### config.mk
export PLATFORM = sky130hd
export DESIGN_NAME = nfh_flash_host
export DESIGN_NICKNAME = d
export VERILOG_FILES = /design/src/nfh_pkg.sv /design/src/nfh_bus_cycle.sv /design/src/nfh_flash_host.sv
export SDC_FILE = /design/constraint.sdc
export NUM_CORES = 1
export LEC_CHECK = 0
export ABC_AREA = 1
export BUFFER_PORTS_ARGS = -buffer_cell sky130_fd_sc_hd__buf_2
export CORE_UTILIZATION = 40
export DETAILED_ROUTE_END_ITERATION = 16
export PLACE_DENSITY = 0.69
export SLEW_MARGIN = 20
export SYNTH_ARGS = -nofsm -noshare
export SYNTH_HDL_FRONTEND = slang
export SYNTH_SLANG_ARGS = --single-unit
### constraint.sdc
create_clock -name clock -period 3.65 [get_ports clock]
set_input_delay 0.365 -clock clock [delete_from_list [all_inputs] [get_ports clock]]
set_output_delay 0.365 -clock clock [all_outputs]
set_load 0.01 [all_outputs]
### src/nfh_pkg.sv
// Shared constants, register map and carrier types for the flash host
package nfh_pkg;
	// Clock and pin timing in their own units
	localparam int CLOCK_PERIOD_PS = 25000;
	localparam int T_SETUP_NS = 20;
	localparam int T_WRITE_PULSE_NS = 70;
	localparam int T_READ_ACCESS_NS = 120;
	localparam int T_HOLD_NS = 20;
	localparam int T_RESET_NS = 150;
	localparam int T_WAKE_NS = 1000;
	// Least times, rounded up to whole cycles
	localparam int SETUP_CYC = (T_SETUP_NS * 1000 + CLOCK_PERIOD_PS - 1) / CLOCK_PERIOD_PS;
	localparam int WRITE_CYC = (T_WRITE_PULSE_NS * 1000 + CLOCK_PERIOD_PS - 1) / CLOCK_PERIOD_PS;
	localparam int READ_CYC = (T_READ_ACCESS_NS * 1000 + CLOCK_PERIOD_PS - 1) / CLOCK_PERIOD_PS;
	localparam int HOLD_CYC = (T_HOLD_NS * 1000 + CLOCK_PERIOD_PS - 1) / CLOCK_PERIOD_PS;
	localparam int RESET_CYC = (T_RESET_NS * 1000 + CLOCK_PERIOD_PS - 1) / CLOCK_PERIOD_PS;
	localparam int WAKE_CYC = (T_WAKE_NS * 1000 + CLOCK_PERIOD_PS - 1) / CLOCK_PERIOD_PS;
	localparam int SYNC_CYC = 2;

	// Widths
	localparam int ADDR_W = 25;
	localparam int DATA_W = 16;
	localparam int REG_AW = 8;
	localparam int BLOCK_SHIFT = 17;

	// Register byte addresses
	localparam logic [7:0] REG_CTRL = 8'h00;
	localparam logic [7:0] REG_ADDR_LO = 8'h04;
	localparam logic [7:0] REG_ADDR_HI = 8'h08;
	localparam logic [7:0] REG_WDATA = 8'h0C;
	localparam logic [7:0] REG_RDATA = 8'h10;
	localparam logic [7:0] REG_STATUS = 8'h14;
	localparam logic [7:0] REG_CONFIG = 8'h18;

	// Control fields
	localparam int CTRL_OP_LSB = 0;
	localparam int CTRL_START_BIT = 8;
	localparam int CTRL_NO_WAIT_BIT = 9;
	localparam int CTRL_CLEAR_BIT = 10;
	// Status fields
	localparam int ST_BUSY_BIT = 0;
	localparam int ST_DONE_BIT = 1;
	localparam int ST_REFUSED_BIT = 2;
	localparam int ST_FAIL_BIT = 3;
	localparam int ST_PIN_BIT = 4;
	localparam int ST_READ_OK_BIT = 5;
	localparam int ST_WRITE_OK_BIT = 6;
	// Configuration fields and reset value
	localparam int CFG_WORD_BIT = 0;
	localparam int CFG_PD_BIT = 1;
	localparam int CFG_CE_ON_LSB = 2;
	localparam int CFG_CE_OFF_LSB = 5;
	localparam logic [15:0] CFG_RESET = 16'h00E1;
	localparam logic [2:0] CE_IDLE_RESET = 3'h7;

	typedef enum logic [3:0] {
		OP_NONE, OP_READ, OP_READ_STATUS, OP_PROGRAM, OP_ERASE, OP_SUSPEND,
		OP_RESUME, OP_LOCK_SET, OP_LOCK_CLEAR, OP_PULSE_CFG, OP_CLEAR_STATUS
	} nfh_op_t;

	// One bus cycle asked of the cycle engine
	typedef struct packed {
		logic valid;
		logic write;
		logic [2:0] select;
		logic [ADDR_W-1:0] addr;
		logic [DATA_W-1:0] data;
	} nfh_cyc_req_t;

	typedef struct packed {
		logic done;
		logic [DATA_W-1:0] rdata;
	} nfh_cyc_resp_t;

	// Flash pins driven by the cycle engine
	typedef struct packed {
		logic [ADDR_W-1:0] address;
		logic [DATA_W-1:0] data_out;
		logic data_oe;
		logic write_enable_n;
		logic output_enable_n;
		logic [2:0] select;
	} nfh_pins_t;
endpackage : nfh_pkg

### src/nfh_bus_cycle.sv
// Single asynchronous read or write cycle on the flash pins
`timescale 1ns/1ps
module nfh_bus_cycle
	import nfh_pkg::*;
(
	input wire logic clock,
	input wire logic rst_n,
	input wire logic clock_enable,
	input wire nfh_cyc_req_t req,
	input wire logic [2:0] ce_idle,
	input wire logic [DATA_W-1:0] data_in,
	output nfh_cyc_resp_t resp,
	output nfh_pins_t pins
);
	typedef enum logic [2:0] {
		PH_IDLE, PH_SETUP, PH_PULSE, PH_SYNC, PH_HOLD
	} nfh_phase_t;

	typedef struct packed {
		nfh_phase_t phase;
		logic write;
		logic [7:0] cnt;
		nfh_pins_t pins;
		logic [DATA_W-1:0] rdata;
		logic done;
		logic [DATA_W-1:0] d_meta;
		logic [DATA_W-1:0] d_sync;
	} nfh_eng_t;

	localparam nfh_eng_t ENG_RESET = '{
		phase: PH_IDLE,
		pins: '{write_enable_n: 1'b1, output_enable_n: 1'b1,
			select: CE_IDLE_RESET, default: '0},
		default: '0
	};

	nfh_eng_t cur;
	nfh_eng_t next;

	// Phase sequencing; every pin change comes from a flop
	always_comb
	begin
		next = cur;
		next.done = 1'b0;
		// Data bus is foreign to our clock: two flops before use
		next.d_meta = data_in;
		next.d_sync = cur.d_meta;
		case (cur.phase)
			PH_IDLE:
			begin
				next.pins.select = ce_idle;
				if (req.valid)
				begin
					next.write = req.write;
					next.pins.address = req.addr;
					next.pins.data_out = req.data;
					next.pins.data_oe = req.write;
					next.pins.select = req.select;
					next.cnt = 8'(SETUP_CYC - 1);
					next.phase = PH_SETUP;
				end
			end
			PH_SETUP:
				if (cur.cnt == 8'h00)
				begin
					next.pins.write_enable_n = ~cur.write;
					next.pins.output_enable_n = cur.write;
					next.cnt = cur.write ? 8'(WRITE_CYC - 1) : 8'(READ_CYC - 1);
					next.phase = PH_PULSE;
				end
				else
					next.cnt = cur.cnt - 8'h01;
			PH_PULSE:
				if (cur.cnt == 8'h00)
				begin
					if (cur.write)
					begin
						next.pins.write_enable_n = 1'b1;
						next.cnt = 8'(HOLD_CYC - 1);
						next.phase = PH_HOLD;
					end
					else
					begin
						// Hold output enable while the sample crosses in
						next.cnt = 8'(SYNC_CYC - 1);
						next.phase = PH_SYNC;
					end
				end
				else
					next.cnt = cur.cnt - 8'h01;
			PH_SYNC:
				if (cur.cnt == 8'h00)
				begin
					next.rdata = cur.d_sync;
					next.pins.output_enable_n = 1'b1;
					next.cnt = 8'(HOLD_CYC - 1);
					next.phase = PH_HOLD;
				end
				else
					next.cnt = cur.cnt - 8'h01;
			PH_HOLD:
				if (cur.cnt == 8'h00)
				begin
					next.pins.data_oe = 1'b0;
					next.pins.select = ce_idle;
					next.done = 1'b1;
					next.phase = PH_IDLE;
				end
				else
					next.cnt = cur.cnt - 8'h01;
			default:
				next = ENG_RESET;
		endcase
	end

	// State register
	always_ff @(posedge clock or negedge rst_n)
	begin
		if (!rst_n)
			cur <= ENG_RESET;
		else if (clock_enable)
			cur <= next;
	end

	assign pins = cur.pins;
	assign resp = '{done: cur.done, rdata: cur.rdata};
endmodule : nfh_bus_cycle

### src/nfh_flash_host.sv
// Host controller that drives the flash command front end through its pins
`timescale 1ns/1ps
// Overview of operation
// - Width select low: byte mode, A0 picks byte
// - Width select high: word mode, A0 ignored
// - Only command sequences start device automation
// - Wait reset and wake times after release
// - Set means one, cleared means zero
module nfh_flash_host
	import nfh_pkg::*;
#(
	parameter int TOP_ADDRESS_BIT = 23,
	parameter int READY_BIT = 7,
	parameter int POLL_LIMIT = 65535,
	parameter logic [7:0] CMD_READ_ARRAY = 8'h01,
	parameter logic [7:0] CMD_READ_STATUS = 8'h02,
	parameter logic [7:0] CMD_CLEAR_STATUS = 8'h03,
	parameter logic [7:0] CMD_PROGRAM = 8'h04,
	parameter logic [7:0] CMD_ERASE = 8'h05,
	parameter logic [7:0] CMD_CONFIRM = 8'h06,
	parameter logic [7:0] CMD_SUSPEND = 8'h07,
	parameter logic [7:0] CMD_LOCK_SETUP = 8'h08,
	parameter logic [7:0] CMD_LOCK_SET = 8'h09,
	parameter logic [7:0] CMD_LOCK_CLEAR = 8'h0A,
	parameter logic [7:0] CMD_CONFIG = 8'h0B
)
(
	input wire logic clock,
	input wire logic rst_n,
	input wire logic clock_enable,
	input wire logic [REG_AW-1:0] reg_address,
	input wire logic [DATA_W-1:0] reg_write_data,
	input wire logic reg_write,
	input wire logic reg_read,
	output logic [DATA_W-1:0] reg_read_data,
	output logic [ADDR_W-1:0] flash_address,
	output logic [DATA_W-1:0] flash_data_out,
	output logic flash_data_oe,
	input wire logic [DATA_W-1:0] flash_data_in,
	output logic write_enable_n,
	output logic output_enable_n,
	output logic chip_enable_0,
	output logic chip_enable_1,
	output logic chip_enable_2,
	output logic width_select,
	output logic reset_powerdown_n,
	input wire logic sequencer_status_pin
);
	typedef enum logic [2:0] {
		S_IDLE, S_FIRST, S_SECOND, S_POLL, S_READ
	} nfh_fsm_t;

	typedef struct packed {
		nfh_fsm_t fsm;
		nfh_op_t op;
		logic no_wait;
		logic issued;
		logic [ADDR_W-1:0] addr;
		logic [DATA_W-1:0] wdata;
		logic [DATA_W-1:0] result;
		logic [15:0] cfg;
		logic [DATA_W-1:0] bus_rdata;
		logic done;
		logic refused;
		logic fail;
		logic [15:0] poll_cnt;
		logic [15:0] wake_cnt;
		logic sts_meta;
		logic sts_sync;
		nfh_cyc_req_t req;
	} nfh_host_t;

	localparam nfh_host_t HOST_RESET = '{
		fsm: S_IDLE, op: OP_NONE, cfg: CFG_RESET, default: '0
	};
	// Address lines above the top used bit stay low
	localparam logic [ADDR_W-1:0] TOP_MASK =
		ADDR_W'((33'h1 << (TOP_ADDRESS_BIT + 1)) - 33'h1);
	localparam logic [ADDR_W-1:0] BLOCK_MASK =
		~ADDR_W'((33'h1 << BLOCK_SHIFT) - 33'h1);

	nfh_host_t cur;
	nfh_host_t next;
	nfh_cyc_resp_t resp;
	nfh_pins_t pins;

	logic [7:0] first_cmd;
	logic has_second;
	logic [DATA_W-1:0] second_word;
	logic block_op;
	logic wait_ready;
	logic read_after;
	logic word_mode;
	logic read_ok;
	logic write_ok;
	logic [ADDR_W-1:0] pin_addr;
	logic [2:0] ce_on;
	logic [15:0] status_view;

	// Command sequence for each host operation
	always_comb
	begin
		first_cmd = CMD_READ_ARRAY;
		has_second = 1'b0;
		second_word = cur.wdata;
		block_op = 1'b0;
		wait_ready = 1'b0;
		read_after = 1'b0;
		case (cur.op)
			OP_READ:
				read_after = 1'b1;
			OP_READ_STATUS:
			begin
				first_cmd = CMD_READ_STATUS;
				read_after = 1'b1;
			end
			OP_PROGRAM:
			begin
				first_cmd = CMD_PROGRAM;
				has_second = 1'b1;
				wait_ready = 1'b1;
			end
			OP_ERASE:
			begin
				first_cmd = CMD_ERASE;
				has_second = 1'b1;
				second_word = {8'h00, CMD_CONFIRM};
				block_op = 1'b1;
				wait_ready = 1'b1;
			end
			OP_SUSPEND:
			begin
				first_cmd = CMD_SUSPEND;
				wait_ready = 1'b1;
			end
			OP_RESUME:
				first_cmd = CMD_CONFIRM;
			OP_LOCK_SET:
			begin
				first_cmd = CMD_LOCK_SETUP;
				has_second = 1'b1;
				second_word = {8'h00, CMD_LOCK_SET};
				block_op = 1'b1;
				wait_ready = 1'b1;
			end
			OP_LOCK_CLEAR:
			begin
				first_cmd = CMD_LOCK_SETUP;
				has_second = 1'b1;
				second_word = {8'h00, CMD_LOCK_CLEAR};
				wait_ready = 1'b1;
			end
			OP_PULSE_CFG:
			begin
				// Mode code comes from the write data register
				first_cmd = CMD_CONFIG;
				has_second = 1'b1;
			end
			OP_CLEAR_STATUS:
				first_cmd = CMD_CLEAR_STATUS;
			default:
				first_cmd = CMD_READ_ARRAY;
		endcase
	end

	// Address as it goes to the pins
	always_comb
	begin
		word_mode = cur.cfg[CFG_WORD_BIT];
		pin_addr = cur.addr & TOP_MASK;
		if (block_op)
			pin_addr = pin_addr & BLOCK_MASK;
		if (word_mode)
			pin_addr[0] = 1'b0;
	end

	assign read_ok = cur.wake_cnt >= 16'(RESET_CYC);
	assign write_ok = cur.wake_cnt >= 16'(WAKE_CYC);
	assign ce_on = cur.cfg[CFG_CE_ON_LSB +: 3];
	assign status_view = {9'h000, write_ok, read_ok, cur.sts_sync, cur.fail,
		cur.refused, cur.done, cur.fsm != S_IDLE};

	// Register port, operation sequencing and status capture
	always_comb
	begin
		next = cur;
		next.req.valid = 1'b0;
		next.bus_rdata = '0;
		// Status pin is asynchronous to our clock
		next.sts_meta = sequencer_status_pin;
		next.sts_sync = cur.sts_meta;
		// Wake timer restarts every time the pin is released
		if (cur.cfg[CFG_PD_BIT])
			next.wake_cnt = '0;
		else if (!write_ok || !read_ok)
			next.wake_cnt = cur.wake_cnt + 16'h0001;

		if (reg_read)
			case (reg_address)
				REG_CTRL:
					next.bus_rdata = {6'h00, cur.no_wait, 5'h00, cur.op};
				REG_ADDR_LO:
					next.bus_rdata = cur.addr[15:0];
				REG_ADDR_HI:
					next.bus_rdata = {7'h00, cur.addr[ADDR_W-1:16]};
				REG_WDATA:
					next.bus_rdata = cur.wdata;
				REG_RDATA:
					next.bus_rdata = cur.result;
				REG_STATUS:
					next.bus_rdata = status_view;
				REG_CONFIG:
					next.bus_rdata = cur.cfg;
				default:
					next.bus_rdata = '0;
			endcase

		if (reg_write)
			case (reg_address)
				REG_CTRL:
				begin
					if (reg_write_data[CTRL_CLEAR_BIT])
					begin
						next.done = 1'b0;
						next.refused = 1'b0;
						next.fail = 1'b0;
					end
					if (reg_write_data[CTRL_START_BIT])
					begin
						if (cur.fsm != S_IDLE || !write_ok
							|| cur.cfg[CFG_PD_BIT]
							|| reg_write_data[CTRL_OP_LSB +: 4] == 4'h0
							|| reg_write_data[CTRL_OP_LSB +: 4] > 4'hA)
							next.refused = 1'b1;
						else
						begin
							next.op = nfh_op_t'(reg_write_data[CTRL_OP_LSB +: 4]);
							next.no_wait = reg_write_data[CTRL_NO_WAIT_BIT];
							next.issued = 1'b0;
							next.poll_cnt = '0;
							next.fsm = S_FIRST;
						end
					end
				end
				REG_ADDR_LO:
					next.addr[15:0] = reg_write_data;
				REG_ADDR_HI:
					next.addr[ADDR_W-1:16] = reg_write_data[ADDR_W-17:0];
				REG_WDATA:
					next.wdata = reg_write_data;
				REG_CONFIG:
					next.cfg = {8'h00, reg_write_data[7:0]};
				default:
					next.cfg = cur.cfg;
			endcase

		case (cur.fsm)
			S_IDLE:
				next.issued = 1'b0;
			S_FIRST:
				if (!cur.issued)
				begin
					next.issued = 1'b1;
					next.req = '{valid: 1'b1, write: 1'b1, select: ce_on,
						addr: pin_addr, data: {8'h00, first_cmd}};
				end
				else if (resp.done)
				begin
					next.issued = 1'b0;
					if (has_second)
						next.fsm = S_SECOND;
					else if (wait_ready && !cur.no_wait)
						next.fsm = S_POLL;
					else if (read_after)
						next.fsm = S_READ;
					else
					begin
						next.fsm = S_IDLE;
						next.done = 1'b1;
					end
				end
			S_SECOND:
				if (!cur.issued)
				begin
					next.issued = 1'b1;
					next.req = '{valid: 1'b1, write: 1'b1, select: ce_on,
						addr: pin_addr, data: second_word};
				end
				else if (resp.done)
				begin
					next.issued = 1'b0;
					next.fsm = (wait_ready && !cur.no_wait) ? S_POLL : S_IDLE;
					next.done = !(wait_ready && !cur.no_wait);
				end
			S_POLL:
				if (!cur.issued)
				begin
					next.issued = 1'b1;
					next.req = '{valid: 1'b1, write: 1'b0, select: ce_on,
						addr: pin_addr, data: '0};
				end
				else if (resp.done)
				begin
					next.issued = 1'b0;
					next.result = resp.rdata;
					if (resp.rdata[READY_BIT])
					begin
						next.fsm = S_IDLE;
						next.done = 1'b1;
					end
					else if (cur.poll_cnt == 16'(POLL_LIMIT))
					begin
						// Give up rather than hang the port forever
						next.fsm = S_IDLE;
						next.fail = 1'b1;
					end
					else
						next.poll_cnt = cur.poll_cnt + 16'h0001;
				end
			S_READ:
				if (!cur.issued)
				begin
					next.issued = 1'b1;
					next.req = '{valid: 1'b1, write: 1'b0, select: ce_on,
						addr: pin_addr, data: '0};
				end
				else if (resp.done)
				begin
					// byte mode keeps the low lane
					next.result = word_mode ? resp.rdata
						: {8'h00, resp.rdata[7:0]};
					next.issued = 1'b0;
					next.fsm = S_IDLE;
					next.done = 1'b1;
				end
			default:
				next.fsm = S_IDLE;
		endcase

		// Power-down aborts any sequence in flight
		if (cur.cfg[CFG_PD_BIT] && cur.fsm != S_IDLE)
		begin
			next.fsm = S_IDLE;
			next.fail = 1'b1;
			next.req.valid = 1'b0;
		end
	end

	// State register
	always_ff @(posedge clock or negedge rst_n)
	begin
		if (!rst_n)
			cur <= HOST_RESET;
		else if (clock_enable)
			cur <= next;
	end

	nfh_bus_cycle u_cycle (
		.clock(clock),
		.rst_n(rst_n),
		.clock_enable(clock_enable),
		.req(cur.req),
		.ce_idle(cur.cfg[CFG_CE_OFF_LSB +: 3]),
		.data_in(flash_data_in),
		.resp(resp),
		.pins(pins)
	);

	// Pins and register port outputs, all from flops
	assign reg_read_data = cur.bus_rdata;
	assign flash_address = pins.address;
	assign flash_data_out = pins.data_out;
	assign flash_data_oe = pins.data_oe;
	assign write_enable_n = pins.write_enable_n;
	assign output_enable_n = pins.output_enable_n;
	assign chip_enable_0 = pins.select[0];
	assign chip_enable_1 = pins.select[1];
	assign chip_enable_2 = pins.select[2];
	assign width_select = cur.cfg[CFG_WORD_BIT];
	assign reset_powerdown_n = ~cur.cfg[CFG_PD_BIT];
endmodule : nfh_flash_host

-- After elaboration in Yosys (flattened, before gate mapping)
Index checks and enable logic that the tools add are counted.
- input port bits: 46
- bits in registers: 281
- latch bits: 0
- RAM bits: 0
- word-level logic and storage cells: 246
- memory bits (read-only): 0
- output and inout bits: 65
- memories: 0
- $lt $le $gt $ge: 3
- bitwise operators: 8
- reduce and logical (&&, ||, !) cells: 50
- multipliers: 0
- muxes and demuxes: 108
- shift-type cells: 0
- div/mod/pow operators: 0
- equality and inequality tests: 39
- add/subtract/negate cells: 3
- operators by type and width (kind ; count):
    $mux 16 ; 14
    $mux 46 ; 3
    $pmux 46 s3 ; 1
    $pmux 16 s7 ; 1
    $mux 17 ; 5
    $pmux 41 s2 ; 1
    $mux 3 ; 23
    $pmux 16 s2 ; 2
    $mux 54 ; 1
    $mux 50 ; 1
    $pmux 16 s3 ; 1
    $pmux 8 s5 ; 1
    $mux 19 ; 2
    $mux 9 ; 4
    $add 16x1->16 const B ; 2
    $mux 32 ; 1
    $mux 8 ; 4
    $pmux 4 s8 ; 1
    $mux 1 ; 31
    $pmux 3 s5 ; 2
    $reduce_and 3->1 ; 9
    $eq 8x5->1 const B ; 3
    $eq 16x16->1 const B ; 1
    $eq 4x3->1 const B ; 4
    36 further kinds ; 93

-- Longest topological paths before layout
Gate-level depths: netlist of the first run.
- depth in word-level cells: 16
- gate-level depth with buffers: 14
- gate-level depth less buffers: 14

-- By module
A second synthesis of the first run with hierarchy kept.
- cells, all modules: 1649
- area, all modules: 13989.7 um^2
- by module, submodules not included (module ; cells each ; area each (um^2) ; times used):
    nfh_flash_host ; 1027 ; 8379.3 ; 1
    nfh_bus_cycle ; 622 ; 5610.4 ; 1

-- Worst setup path after synthesis of the first run
OpenSTA, ideal clock, no wires.
- path type: register to register
- from: reg cur[64] (netlist name)
- to: reg cur[78] (netlist name)
- path buffers: 1
- library setup time: 126 ps
- arrival: 1619 ps
- period minus slack after synthesis: 1746 ps
- path slack: 1904 ps
- cell stages (with the launch flop): 13
- cells stage by stage: dfrtp_1 > ha_1 > nand2_1 > nor2_1 > nand2_1 > nor2_2 > nand3_1 > nand2_1 > nor2_4 > buf_6 > nand2_1 > nand3_1 > o21ai_2
- word-level cells in the longest chain between the ends: 6
- RTL lines (what ; RTL line ; text):
    from (decl) ; nfh_flash_host.sv:82 ; nfh_host_t cur;
    from (signal assigned) ; nfh_flash_host.sv:355 ; cur <= next;
    $add 16x1->16 / $eq 16x16->1 (equally long branches) ; nfh_flash_host.sv:318, nfh_flash_host.sv:311 ;
    $mux 16 (*) ; nfh_flash_host.sv:311 ; else if (cur.poll_cnt == 16'(POLL_LIMIT))
    $mux 17 (*) ; nfh_flash_host.sv:306 ; if (resp.rdata[READY_BIT])
    $mux 17 (*) ; nfh_flash_host.sv:302 ; else if (resp.done)
    $mux 17 (*) ; nfh_flash_host.sv:296 ; if (!cur.issued)
    $mux 17 (*) ; nfh_flash_host.sv:257 ; case (cur.fsm)
Every way passes the cells marked *; elsewhere a longest branch is shown, timed or not.
A chain may end at the register's enable or synchronous reset.

-- Final worst setup path of the first run
- from: reg cur[178] (netlist name)
- to: reg cur[78] (netlist name)
- word-level cells in the longest chain between the ends: 14
- RTL lines (what ; RTL line ; text):
    $reduce_bool 3->1 ; nfh_flash_host.sv:230 ; if (cur.fsm != S_IDLE || !write_ok
    $logic_or 1x1->1 ; nfh_flash_host.sv:230 ;
    $logic_or 1x1->1 ; nfh_flash_host.sv:231 ; || cur.cfg[CFG_PD_BIT]
    $logic_or 1x1->1 ; nfh_flash_host.sv:232 ; || reg_write_data[CTRL_OP_LSB +: 4] == 4'h0
    $logic_or 1x1->1 ; nfh_flash_host.sv:233 ; || reg_write_data[CTRL_OP_LSB +: 4] > 4'hA)
    $mux 16 ; nfh_flash_host.sv:230 ;
    $mux 16 ; nfh_flash_host.sv:228 ; if (reg_write_data[CTRL_START_BIT])
    $mux 19 ; nfh_flash_host.sv:219 ; case (reg_address)
    $mux 19 ; nfh_flash_host.sv:218 ; if (reg_write)
    $mux 16 ; nfh_flash_host.sv:311 ;
    $mux 17 ; nfh_flash_host.sv:306 ;
    $mux 17 ; nfh_flash_host.sv:302 ;
    $mux 17 ; nfh_flash_host.sv:296 ;
    $mux 17 (*) ; nfh_flash_host.sv:257 ;
Marked as above.

==> run summary, run 1 <==
Core ar. -> 32,600 um^2
PwrDens -> 550 nW/um^2
Hold Vio Cnt, Final -> 0
IO Port Bufs -> 109
Final min period -> 2.23 ns
Post-synthesis register bit count -> 279
Clock sink total -> 279
Final Skew -> 0.0264 ns
Worst skew pair latency -> 0.57 ns
R2R Path Start -> cur[178]$_DFFE_PN0P_
Vias in the first global route -> 10,678
# setup viols final -> 0
DR iter-0 viols -> 952
CTS tree -> yes
CP Capture Point -> cur[78]$_DFFE_PN0P_
CP delay by family, top -> simple AND/OR/NAND/NOR gates
WP data arrival -> 2.66 ns
Status -> completed
Synth area leader -> dfrtp_1
DR vias/cell -> 5.07
Startpoint Class -> flop
Final Util -> 45.2%
Max Cap Viol -> 0
Reg2reg setup slack -> 1.42 ns
Min-delay src -> sequencer_status_pin
Synthesized netlist cell count -> 1,643
Setup bufs post-CTS -> 0
Placed instance count -> 2,089
Fin nets -> 1,731
Synth Warn # -> 0
CTS root buf -> clkbuf_16
Placer Congestion -> 0.950
Final slew viol count -> 0
Final ANT Viol Nets -> 0
RSZ-0062 raised after global routing -> no
# diodes -> 0
Max_slew headroom -> 39.2%
Synth-to-Final Area Change -> 10.8%
Crit-path cells -> inv_1, nand2_1, nor2_4, nand2_1, nor3_1, nand3_1, nand2_1, nand2_1, nand3_1, o21ai_2
Total CTS buffers -> 30
DIE AREA -> 34,000 um^2
Crit path depth -> 10
R2r endpoint -> cur[78]$_DFFE_PN0P_
H-tree depth -> 1
Most used DFF post-synth -> dfrtp_1
Worst Setup SP -> cur[178]$_DFFE_PN0P_
Area share of the largest cell type after synthesis -> 50.8%
Total GRT Usage -> 20.5%
Worst slew pin tran -> 0.910 ns
Async SR Flop Fraction -> 100%
Largest net degree at the start of global routing -> 96
Post-Place Worst Slack -> 1.31 ns
Max IR drop VDD -> 0.000359 V
Synth Net Count -> 1,694
Final WL -> 34,000 um
Share of layout cells above drive strength 1 -> 12.5%
Total number of vias -> 10,876
Die Y-Extent -> 184 um
# fillers -> 3,230
Unique masters post-synth -> 48
Drt pass-1 iters -> 5
TNS Setup -> 0 ns
Crit. End Element -> flop
Detailed Place HPWL -> 24,400 um
Final WS setup -> 1.42 ns
Max incr delay on CP -> 0.53 ns
Cells on worst reg2reg path -> 10
Worst path buffer plus inverter count -> 1
Hold crit path type -> input port to flop
Worst-path clk slew -> 0.06 ns
Commonest cells after routing, fill and taps aside -> nand2_1 (439), dfrtp_1 (270), o21ai_0 (194)
Die Wd -> 184 um
Most used cell, CP -> nand2_1
Ports -> 111
DRC violations left -> 0
Leak -> 7.32 nW
Initial Util -> 40.8%
Critical Path RT -> 4.09 ns
Max clock buf depth -> 3
Initial antenna violation count -> 1
Drt wl/cell -> 15.8 um
Post-Layout Cell Count -> 2,145
GRT overflow -> 0
Top cells by area, synth -> dfrtp_1 (51%), nand2_1 (12%), o21ai_0 (7.3%), nand3_1 (5.5%), inv_1 (5.4%)
Mean post-synth cell area -> 8.10 um^2
Crit-path slowest cell -> nand3_1
Final hold slack -> 0.0159 ns
Final period util -> 61.0%
Crit path max fanout -> 14
Worst Setup Path Type -> flop to flop
Synthesized area -> 13,300 um^2
Seq/Total Area, Yosys -> 52.6%
Global-route wire length before repair -> 55,500 um
Post-synth EDFFs -> 0
Fmax -> 0.449 GHz
Num rows -> 66
Commonest non-fill, non-tap cell in the layout -> nand2_1
==> cell usage after synthesis (4+ instances only) <==
| cell | instances |
|---|---|
| buf_2 | 17 |
| o21ai_1 | 20 |
| inv_2 | 11 |
| nor2_4 | 4 |
| nor2_2 | 5 |
| nand2_1 | 440 |
| nand2_2 | 5 |
| inv_1 | 190 |
| dfrtp_1 | 270 |
| dfstp_2 | 9 |
| o21ai_0 | 194 |
| buf_1 | 8 |
| xor2_1 | 5 |
| buf_4 | 61 |
| ha_1 | 5 |
| buf_6 | 5 |
| a21oi_1 | 47 |
| o31ai_1 | 12 |
| clkbuf_1 | 25 |
| nor2_1 | 104 |
| nor3_1 | 10 |
| o22ai_1 | 13 |
| nand3_1 | 147 |
==> stage by stage <==
stage               power, mW  cell area [um^2]
finish                   8.12             14700
global placement         5.26             13800
detailed placement       5.30             13800
CTS                      8.18             14700
floorplan                4.89             13300
global route             8.56             14700
==> final cells by class <==
type | count | area [um^2] | area share, %
timing repair buffer | 124 | 696 | 4.72
inverter | 202 | 758 | 5.14
clock buffer | 46 | 871 | 5.90
sequential | 279 | 6990 | 47.4
multi-input combinational | 1043 | 4820 | 32.7
clock inverter | 9 | 58.8 | 0.399
tap | 442 | 553 | 3.75
==> registers in the layout, indices dropped and copies added, names as in the netlist <==
name	count
cur	152
u_cycle.pins	46
u_cycle.cur	44
u_cycle.resp	17
reg_read_data	16
ce_on	3
width_select	1
==> worst min-delay path by stage <==
stage                                        to  slack [ns]  depth (start not counted)
finish                      cur[47]$_DFFE_PN0P_        0.02                          3
floorplan                  ce_on[0]$_DFFE_PN0P_        0.07                          0
detailed placement          cur[59]$_DFFE_PN0P_        0.46                          1
CTS                 u_cycle.cur[27]$_DFFE_PN0P_       0.003                          3
global route        u_cycle.cur[27]$_DFFE_PN0P_        0.01                          3
global placement            cur[61]$_DFFE_PN0P_        0.46                          1
==> tightest hold or removal path: stages <==
cell and delay, ns:
buf_2 0.07, nand2_1 0.04, nand2_1 0.06
==> power breakdown <==
group	total [mW]	leakage (nW)	switching, mW	internal (mW)
Sequential	3.63	3.73	0.204	3.43
Clock	2.87	0.459	1.23	1.64
Combinational	1.62	3.12	1.16	0.460
==> layer usage <==
layer | routed length, um | up-vias | GRT usage, %
li1 | - | 5284 | -
met1 | 15700 | 5197 | 29.1
met2 | 15300 | 339 | 32.6
met3 | 2210 | 54 | 3.34
met4 | 761 | 2 | 5.47
met5 | 13 | - | 0
==> logic make-up after synthesis <==
group / share of synthesized area, %
other: 0.0282
buffers and inverters: 11.2
DFF: 52.6
xor gates and xnor gates: 0.461
adders and majority gates: 0.470
and+or+nand+nor: 23.3
AOI/OAI and AO/OA: 11.9
==> what timing repair did <==
action	4_1_cts	5_1_grt
hold endpoints to repair	90	0
hold buffers	1	0
resized for setup	0	0
(Power assumes the default switching activity.)
==> run 2, diff against run 1 <==
Clock period 3.65 ns to 2.1 ns, I/O delays scaled along.
==> run summary, run 2 (synthesis gave the netlist of run 1 again) <==
Crit-path cells -> nor2_1, nand3_1, nor2_1, nand2_1, nand2_1, nand2_1, nor3_1, nand3_1, nand2_1, nor2_1
GRT overflow -> 0 (unchanged)
Drt pass-1 iters -> 5 (unchanged)
IO Port Bufs -> 109 (unchanged)
CTS tree -> yes
Clock sink total -> 279 (unchanged)
DIE AREA -> 34,000 um^2 (unchanged)
Synth-to-Final Area Change -> 16.4%
Max Cap Viol -> 0 (unchanged)
Final ANT Viol Nets -> 0 (unchanged)
PwrDens -> 963 nW/um^2 (+75%)
Fmax -> 0.526 GHz (+17%)
Final period util -> 90.5% (+30 points)
Commonest cells after routing, fill and taps aside -> nand2_1 (439), dfrtp_1 (270), o21ai_0 (194)
Leak -> 7.67 nW (+4.8%)
Fin nets -> 1,792 (+3.5%)
Die Wd -> 184 um (unchanged)
# diodes -> 0 (unchanged)
Num rows -> 66 (unchanged)
Crit path max fanout -> 7 (-7)
Tot Pwr -> 14.9 mW (+84%)
Max IR drop VDD -> 0.000678 V (+89%)
DRC violations left -> 0 (unchanged)
Reg2reg setup slack -> 0.20 ns (-1.23 ns)
Placer Congestion -> 0.936 (-1.4%)
CTS root buf -> clkbuf_16
RSZ-0062 raised after global routing -> no
Placed inst area -> 14,100 um^2 (+2.0%)
Reg with most FFs -> cur
WP data arrival -> 2.35 ns (-0.31 ns)
Hold crit path type -> input port to flop
Die Y-Extent -> 184 um (unchanged)
Commonest non-fill, non-tap cell in the layout -> nand2_1
Worst slew pin tran -> 0.558 ns (-0.352 ns)
TNS Setup -> 0 ns (unchanged)
Total CTS buffers -> 30 (unchanged)
Global-route wire length before repair -> 56,200 um (+1.3%)
Initial antenna violation count -> 0 (-1)
Critical Path RT -> 2.54 ns (-1.55 ns)
Final min period -> 1.90 ns (-0.325 ns)
Status -> completed
Max_slew headroom -> 62.8% (+24 points)
Most used cell, CP -> nand2_1
Drt wl/cell -> 15.5 um (-2.0%)
Worst-path clk slew -> 0.07 ns (about the same)
Final slew viol count -> 0 (unchanged)
Largest register FFs -> 152 (unchanged)
Largest net degree at the start of global routing -> 83 (-14%)
Worst skew pair latency -> 0.56 ns (about the same)
Startpoint Class -> flop
H-tree depth -> 1 (unchanged)
Worst Setup Path Type -> flop to flop
Max clock buf depth -> 3 (unchanged)
Share of layout cells above drive strength 1 -> 14.1% (+1.6 points)
Initial Util -> 40.8% (unchanged)
Final WL -> 34,300 um (+0.87%)
Detailed Place HPWL -> 24,900 um (+2.0%)
Crit. End Element -> flop
DR vias/cell -> 4.99 (-1.6%)
Crit-path slowest cell -> dfrtp_1
Max incr delay on CP -> 0.37 ns (-0.16 ns)
DR iter-0 viols -> 949 (-0.32%)
Hold Vio Cnt, Final -> 0 (unchanged)
Vias in the first global route -> 10,673 (-0.047%)
Ports -> 111 (unchanged)
Final Skew -> 0.0163 ns (-0.0101 ns)
Design Area, Final -> 15,500 um^2 (+5.0%)
# setup viols final -> 0 (unchanged)
Total GRT Usage -> 20.9% (+0.35 points)
Total number of vias -> 11,014 (+1.3%)
Core ar. -> 32,600 um^2 (unchanged)
[run 2: area by class of cell]
cell class	count	area, um^2
Fill cell	3221	17100
Sequential cell	279	6990
Multi-Input combinational cell	1043	4830
Timing Repair Buffer	185	1300
Clock buffer	47	906
Inverter	202	758
Tap cell	442	553
Clock inverter	9	149
[run 2: stage by stage]
step	worst slack (ns)	std cells	hold slack, ns	util (%)
finish	0.199	2207	0.0501	47.5
floorplan	0.354	1643	-0.0856	-
CTS	0.105	2206	0.0311	47.4
global placement	0.203	2117	0.206	43.2
detailed placement	0.146	2117	0.208	43.2
global route	0.00535	2207	0.0810	47.5
[run 2: critical path: cells and delay by family (launching register included)]
family,cells,cell delay (ns)
flip-flops,1,0.37
AND/OR/NAND/NOR,10,1.41
[run 2: worst paths after layout]
check                                            startpoint                          end  depth (start not counted)
worst max register to register          cur[56]$_DFFE_PN0P_          cur[52]$_DFFE_PN0P_                         10
worst min register to register  u_cycle.cur[31]$_DFFE_PN0P_  u_cycle.cur[31]$_DFFE_PN0P_                          2
worst max-delay path                    cur[56]$_DFFE_PN0P_          cur[52]$_DFFE_PN0P_                         10
worst min-delay path                      reg_write_data[8]         cur[139]$_DFFE_PN0P_                          3
min in group asynchronous                             rst_n          cur[29]$_DFFE_PN0P_                          2
max in group asynchronous                             rst_n          cur[56]$_DFFE_PN0P_                          3
[run 2: metal layers]
metal  vias to the layer above  global-route usage (%)  routed length, um
li1                       5403                       -                  -
met2                       340                    31.8              15000
met5                         -                       0                  0
met1                      5216                    30.9              16300
met3                        55                    3.34               2220
met4                         0                    4.97                731
[run 2: timing repair]
action / in CTS / in global routing
endpoints found under the setup margin: 0 / 12
gates resized for setup: 0 / 6
hold buffers: 33 / 0
setup buffers: 0 / 1
endpoints found under the hold margin: 99 / 0
[run 2: power by group]
part           leakage (nW)  internal, mW  switching [mW]
registers              3.73          5.96           0.352
logic                  3.41         0.947            2.03
clock network         0.520          3.44            2.18
==> run 3, diff against run 2 <==
--- a/config.mk
+++ b/config.mk
@@ -10,2 +10,3 @@
 export CORE_UTILIZATION = 40
+export CTS_CLUSTER_SIZE = 24
 export DETAILED_ROUTE_END_ITERATION = 16
==> constraint.sdc (replaced) <==
create_clock -name clock -period 2.1 [get_ports clock]
set_input_delay 0.105 -clock clock [delete_from_list [all_inputs] [get_ports clock]]
set_output_delay 0.105 -clock clock [all_outputs]
set_load 0.01 [all_outputs]
==> run summary, run 3 (synthesis gave the netlist of run 1 again) <==
TNS Setup -> 0 ns (unchanged)
Most used cell, CP -> nand2_1
Commonest non-fill, non-tap cell in the layout -> nand2_1
Drt wl/cell -> 15.3 um (-1.1%)
Clock share of power -> 35.5% (-2.2 points)
Total CTS buffers -> 29 (-3.3%)
Pint -> 9.91 mW (-4.3%)
CTS root buf -> clkbuf_16
Setup bufs post-CTS -> 0 (unchanged)
Crit path max fanout -> 10 (+3)
CTS tree -> yes
Num rows -> 66 (unchanged)
Placer Congestion -> 0.944 (+0.85%)
DRC violations left -> 0 (unchanged)
Total GRT Usage -> 20.4% (-0.52 points)
Final WL -> 33,700 um (-1.5%)
DR iter-0 viols -> 806 (-15%)
Sequential fraction of design power -> 43.7% (+1.4 points)
Critical Path RT -> 2.53 ns (about the same)
Crit-path cells -> inv_1, nand2_1, nor2_4, nand2_1, nor3_1, nand2_1, buf_4, nand2_1, o21ai_1
Commonest cells after routing, fill and taps aside -> nand2_1 (439), dfrtp_1 (270), o21ai_0 (194)
DIE AREA -> 34,000 um^2 (unchanged)
Comb pwr share -> 20.7% (+0.7 points)
Die Wd -> 184 um (unchanged)
Cells on worst reg2reg path -> 9 (-1)
# diodes -> 0 (unchanged)
WP data arrival -> 2.38 ns (+0.03 ns)
Detailed Place HPWL -> 24,500 um (-1.4%)
DR vias/cell -> 4.99 (about the same)
IO Port Bufs -> 109 (unchanged)
Max clock buf depth -> 3 (unchanged)
Final period util -> 92.7% (+2.2 points)
Final Skew -> 0.0230 ns (+0.00668 ns)
Worst skew pair latency -> 0.57 ns (about the same)
Max Cap Viol -> 0 (unchanged)
Total number of vias -> 10,982 (-0.29%)
Net Sw Frac -> 31.3% (+0.73 points)
Vias in the first global route -> 10,546 (-1.2%)
CP delay by family, top -> simple AND/OR/NAND/NOR gates
Crit-path slowest cell -> dfrtp_1
Clock sink total -> 279 (unchanged)
GRT overflow -> 0 (unchanged)
Final slew viol count -> 0 (unchanged)
Initial antenna violation count -> 0 (unchanged)
Crit path depth -> 9 (-1)
Share of layout cells above drive strength 1 -> 13.2% (-0.90 points)
Hold crit path type -> input port to asynchronous set/reset pin
Final min period -> 1.95 ns (+0.0454 ns)
Worst-path clk slew -> 0.06 ns (about the same)
Worst slew pin tran -> 0.594 ns (+0.0367 ns)
Final ANT Viol Nets -> 0 (unchanged)
Crit. End Element -> flop
Hold Vio Cnt, Final -> 0 (unchanged)
RSZ-0062 raised after global routing -> no
Synth-to-Final Area Change -> 15.4%
R2r endpoint -> cur[177]$_DFFE_PN0P_
Initial Util -> 40.8% (unchanged)
R2R Path Start -> cur[178]$_DFFE_PN0P_
Worst Setup Path Type -> flop to flop
Max incr delay on CP -> 0.37 ns (about the same)
Die Y-Extent -> 184 um (unchanged)
Fmax -> 0.514 GHz (-2.3%)
Final WS setup -> 0.153 ns (-0.0454 ns)
Largest register FFs -> 152 (unchanged)
Ports -> 111 (unchanged)
Largest net degree at the start of global routing -> 83 (unchanged)
NetSw -> 4.52 mW (-0.91%)
Reg2reg setup slack -> 0.15 ns (-0.05 ns)
Core ar. -> 32,600 um^2 (unchanged)
Fin nets -> 1,788 (-0.22%)
# setup viols final -> 0 (unchanged)
Status -> completed
Worst path buffer plus inverter count -> 2 (+2)
PwrDens -> 940 nW/um^2 (-2.4%)
Max_slew headroom -> 60.3% (-2.5 points)
H-tree depth -> 1 (unchanged)
Drt pass-1 iters -> 5 (unchanged)
Post-Place Worst Slack -> 0.175 ns (+0.0291 ns)
Startpoint Class -> flop
Leak -> 7.59 nW (-1.0%)
Reg with most FFs -> cur
Global-route wire length before repair -> 54,900 um (-2.3%)
Max IR drop VDD -> 0.000645 V (-4.9%)
-- run 3: power groups by stage --
| stage | Sequential [mW] | Combinational, mW | Clock, mW |
|---|---|---|---|
| finish | 6.31 | 2.99 | 5.12 |
| global route | 6.38 | 3.42 | 5.45 |
| CTS | 6.31 | 2.99 | 5.24 |
| detailed placement | 6.40 | 2.92 | 0 |
| global placement | 6.39 | 2.85 | 0 |
| floorplan | 6.32 | 2.18 | 0 |
-- run 3: repair_timing --
item	in CTS	in global routing
endpoints found under the setup margin	0	9
resized for setup	0	4
hold endpoints to repair	346	0
hold buffers	37	0
-- run 3: area by class of cell --
cell class | count | area (um^2)
fill | 3227 | 17300
sequential | 279 | 6990
multi-input combinational | 1043 | 4830
timing repair buffer | 182 | 1280
clock buffer | 46 | 850
inverter | 202 | 758
tap | 442 | 553
clock inverter | 5 | 90.1
-- run 3: worst max path at each step --
stage | slack [ns] | to | startpoint
final | 0.15 | cur[177]$_DFFE_PN0P_ | cur[178]$_DFFE_PN0P_
after floorplan | 0.35 | cur[78]$_DFFE_PN0P_ | cur[64]$_DFFE_PN0P_
after global placement | 0.20 | cur[66]$_DFFE_PN0P_ | cur[64]$_DFFE_PN0P_
after global routing | 0.006 | cur[72]$_DFFE_PN0P_ | cur[65]$_DFFE_PN0P_
after CTS | 0.16 | u_cycle.cur[96]$_DFFE_PN0P_ | u_cycle.cur[96]$_DFFE_PN0P_
after detailed placement | 0.17 | cur[66]$_DFFE_PN0P_ | cur[64]$_DFFE_PN0P_
-- run 3: per-stage QoR --
step	std cells	util, %	hold WS [ns]	power, mW	cell area (um^2)
final	2199	47.1	0.0697	14.4	15400
after global routing	2199	47.1	0.124	15.2	15400
after CTS	2199	47.0	0.0900	14.5	15300
after detailed placement	2111	43.0	0.0949	9.32	14000
after global placement	2111	43.0	0.0858	9.25	14000
after floorplan	1643	-	-0.191	8.49	13300
-- run 3: layer usage --
layer  GRT usage (%)  vias to the layer above  routed length [um]
met3            4.15                       54                2260
li1                -                     5393                   -
met4            5.37                        0                 742
met5               0                        -                   0
met2            30.8                      298               14700
met1            29.6                     5237               16100
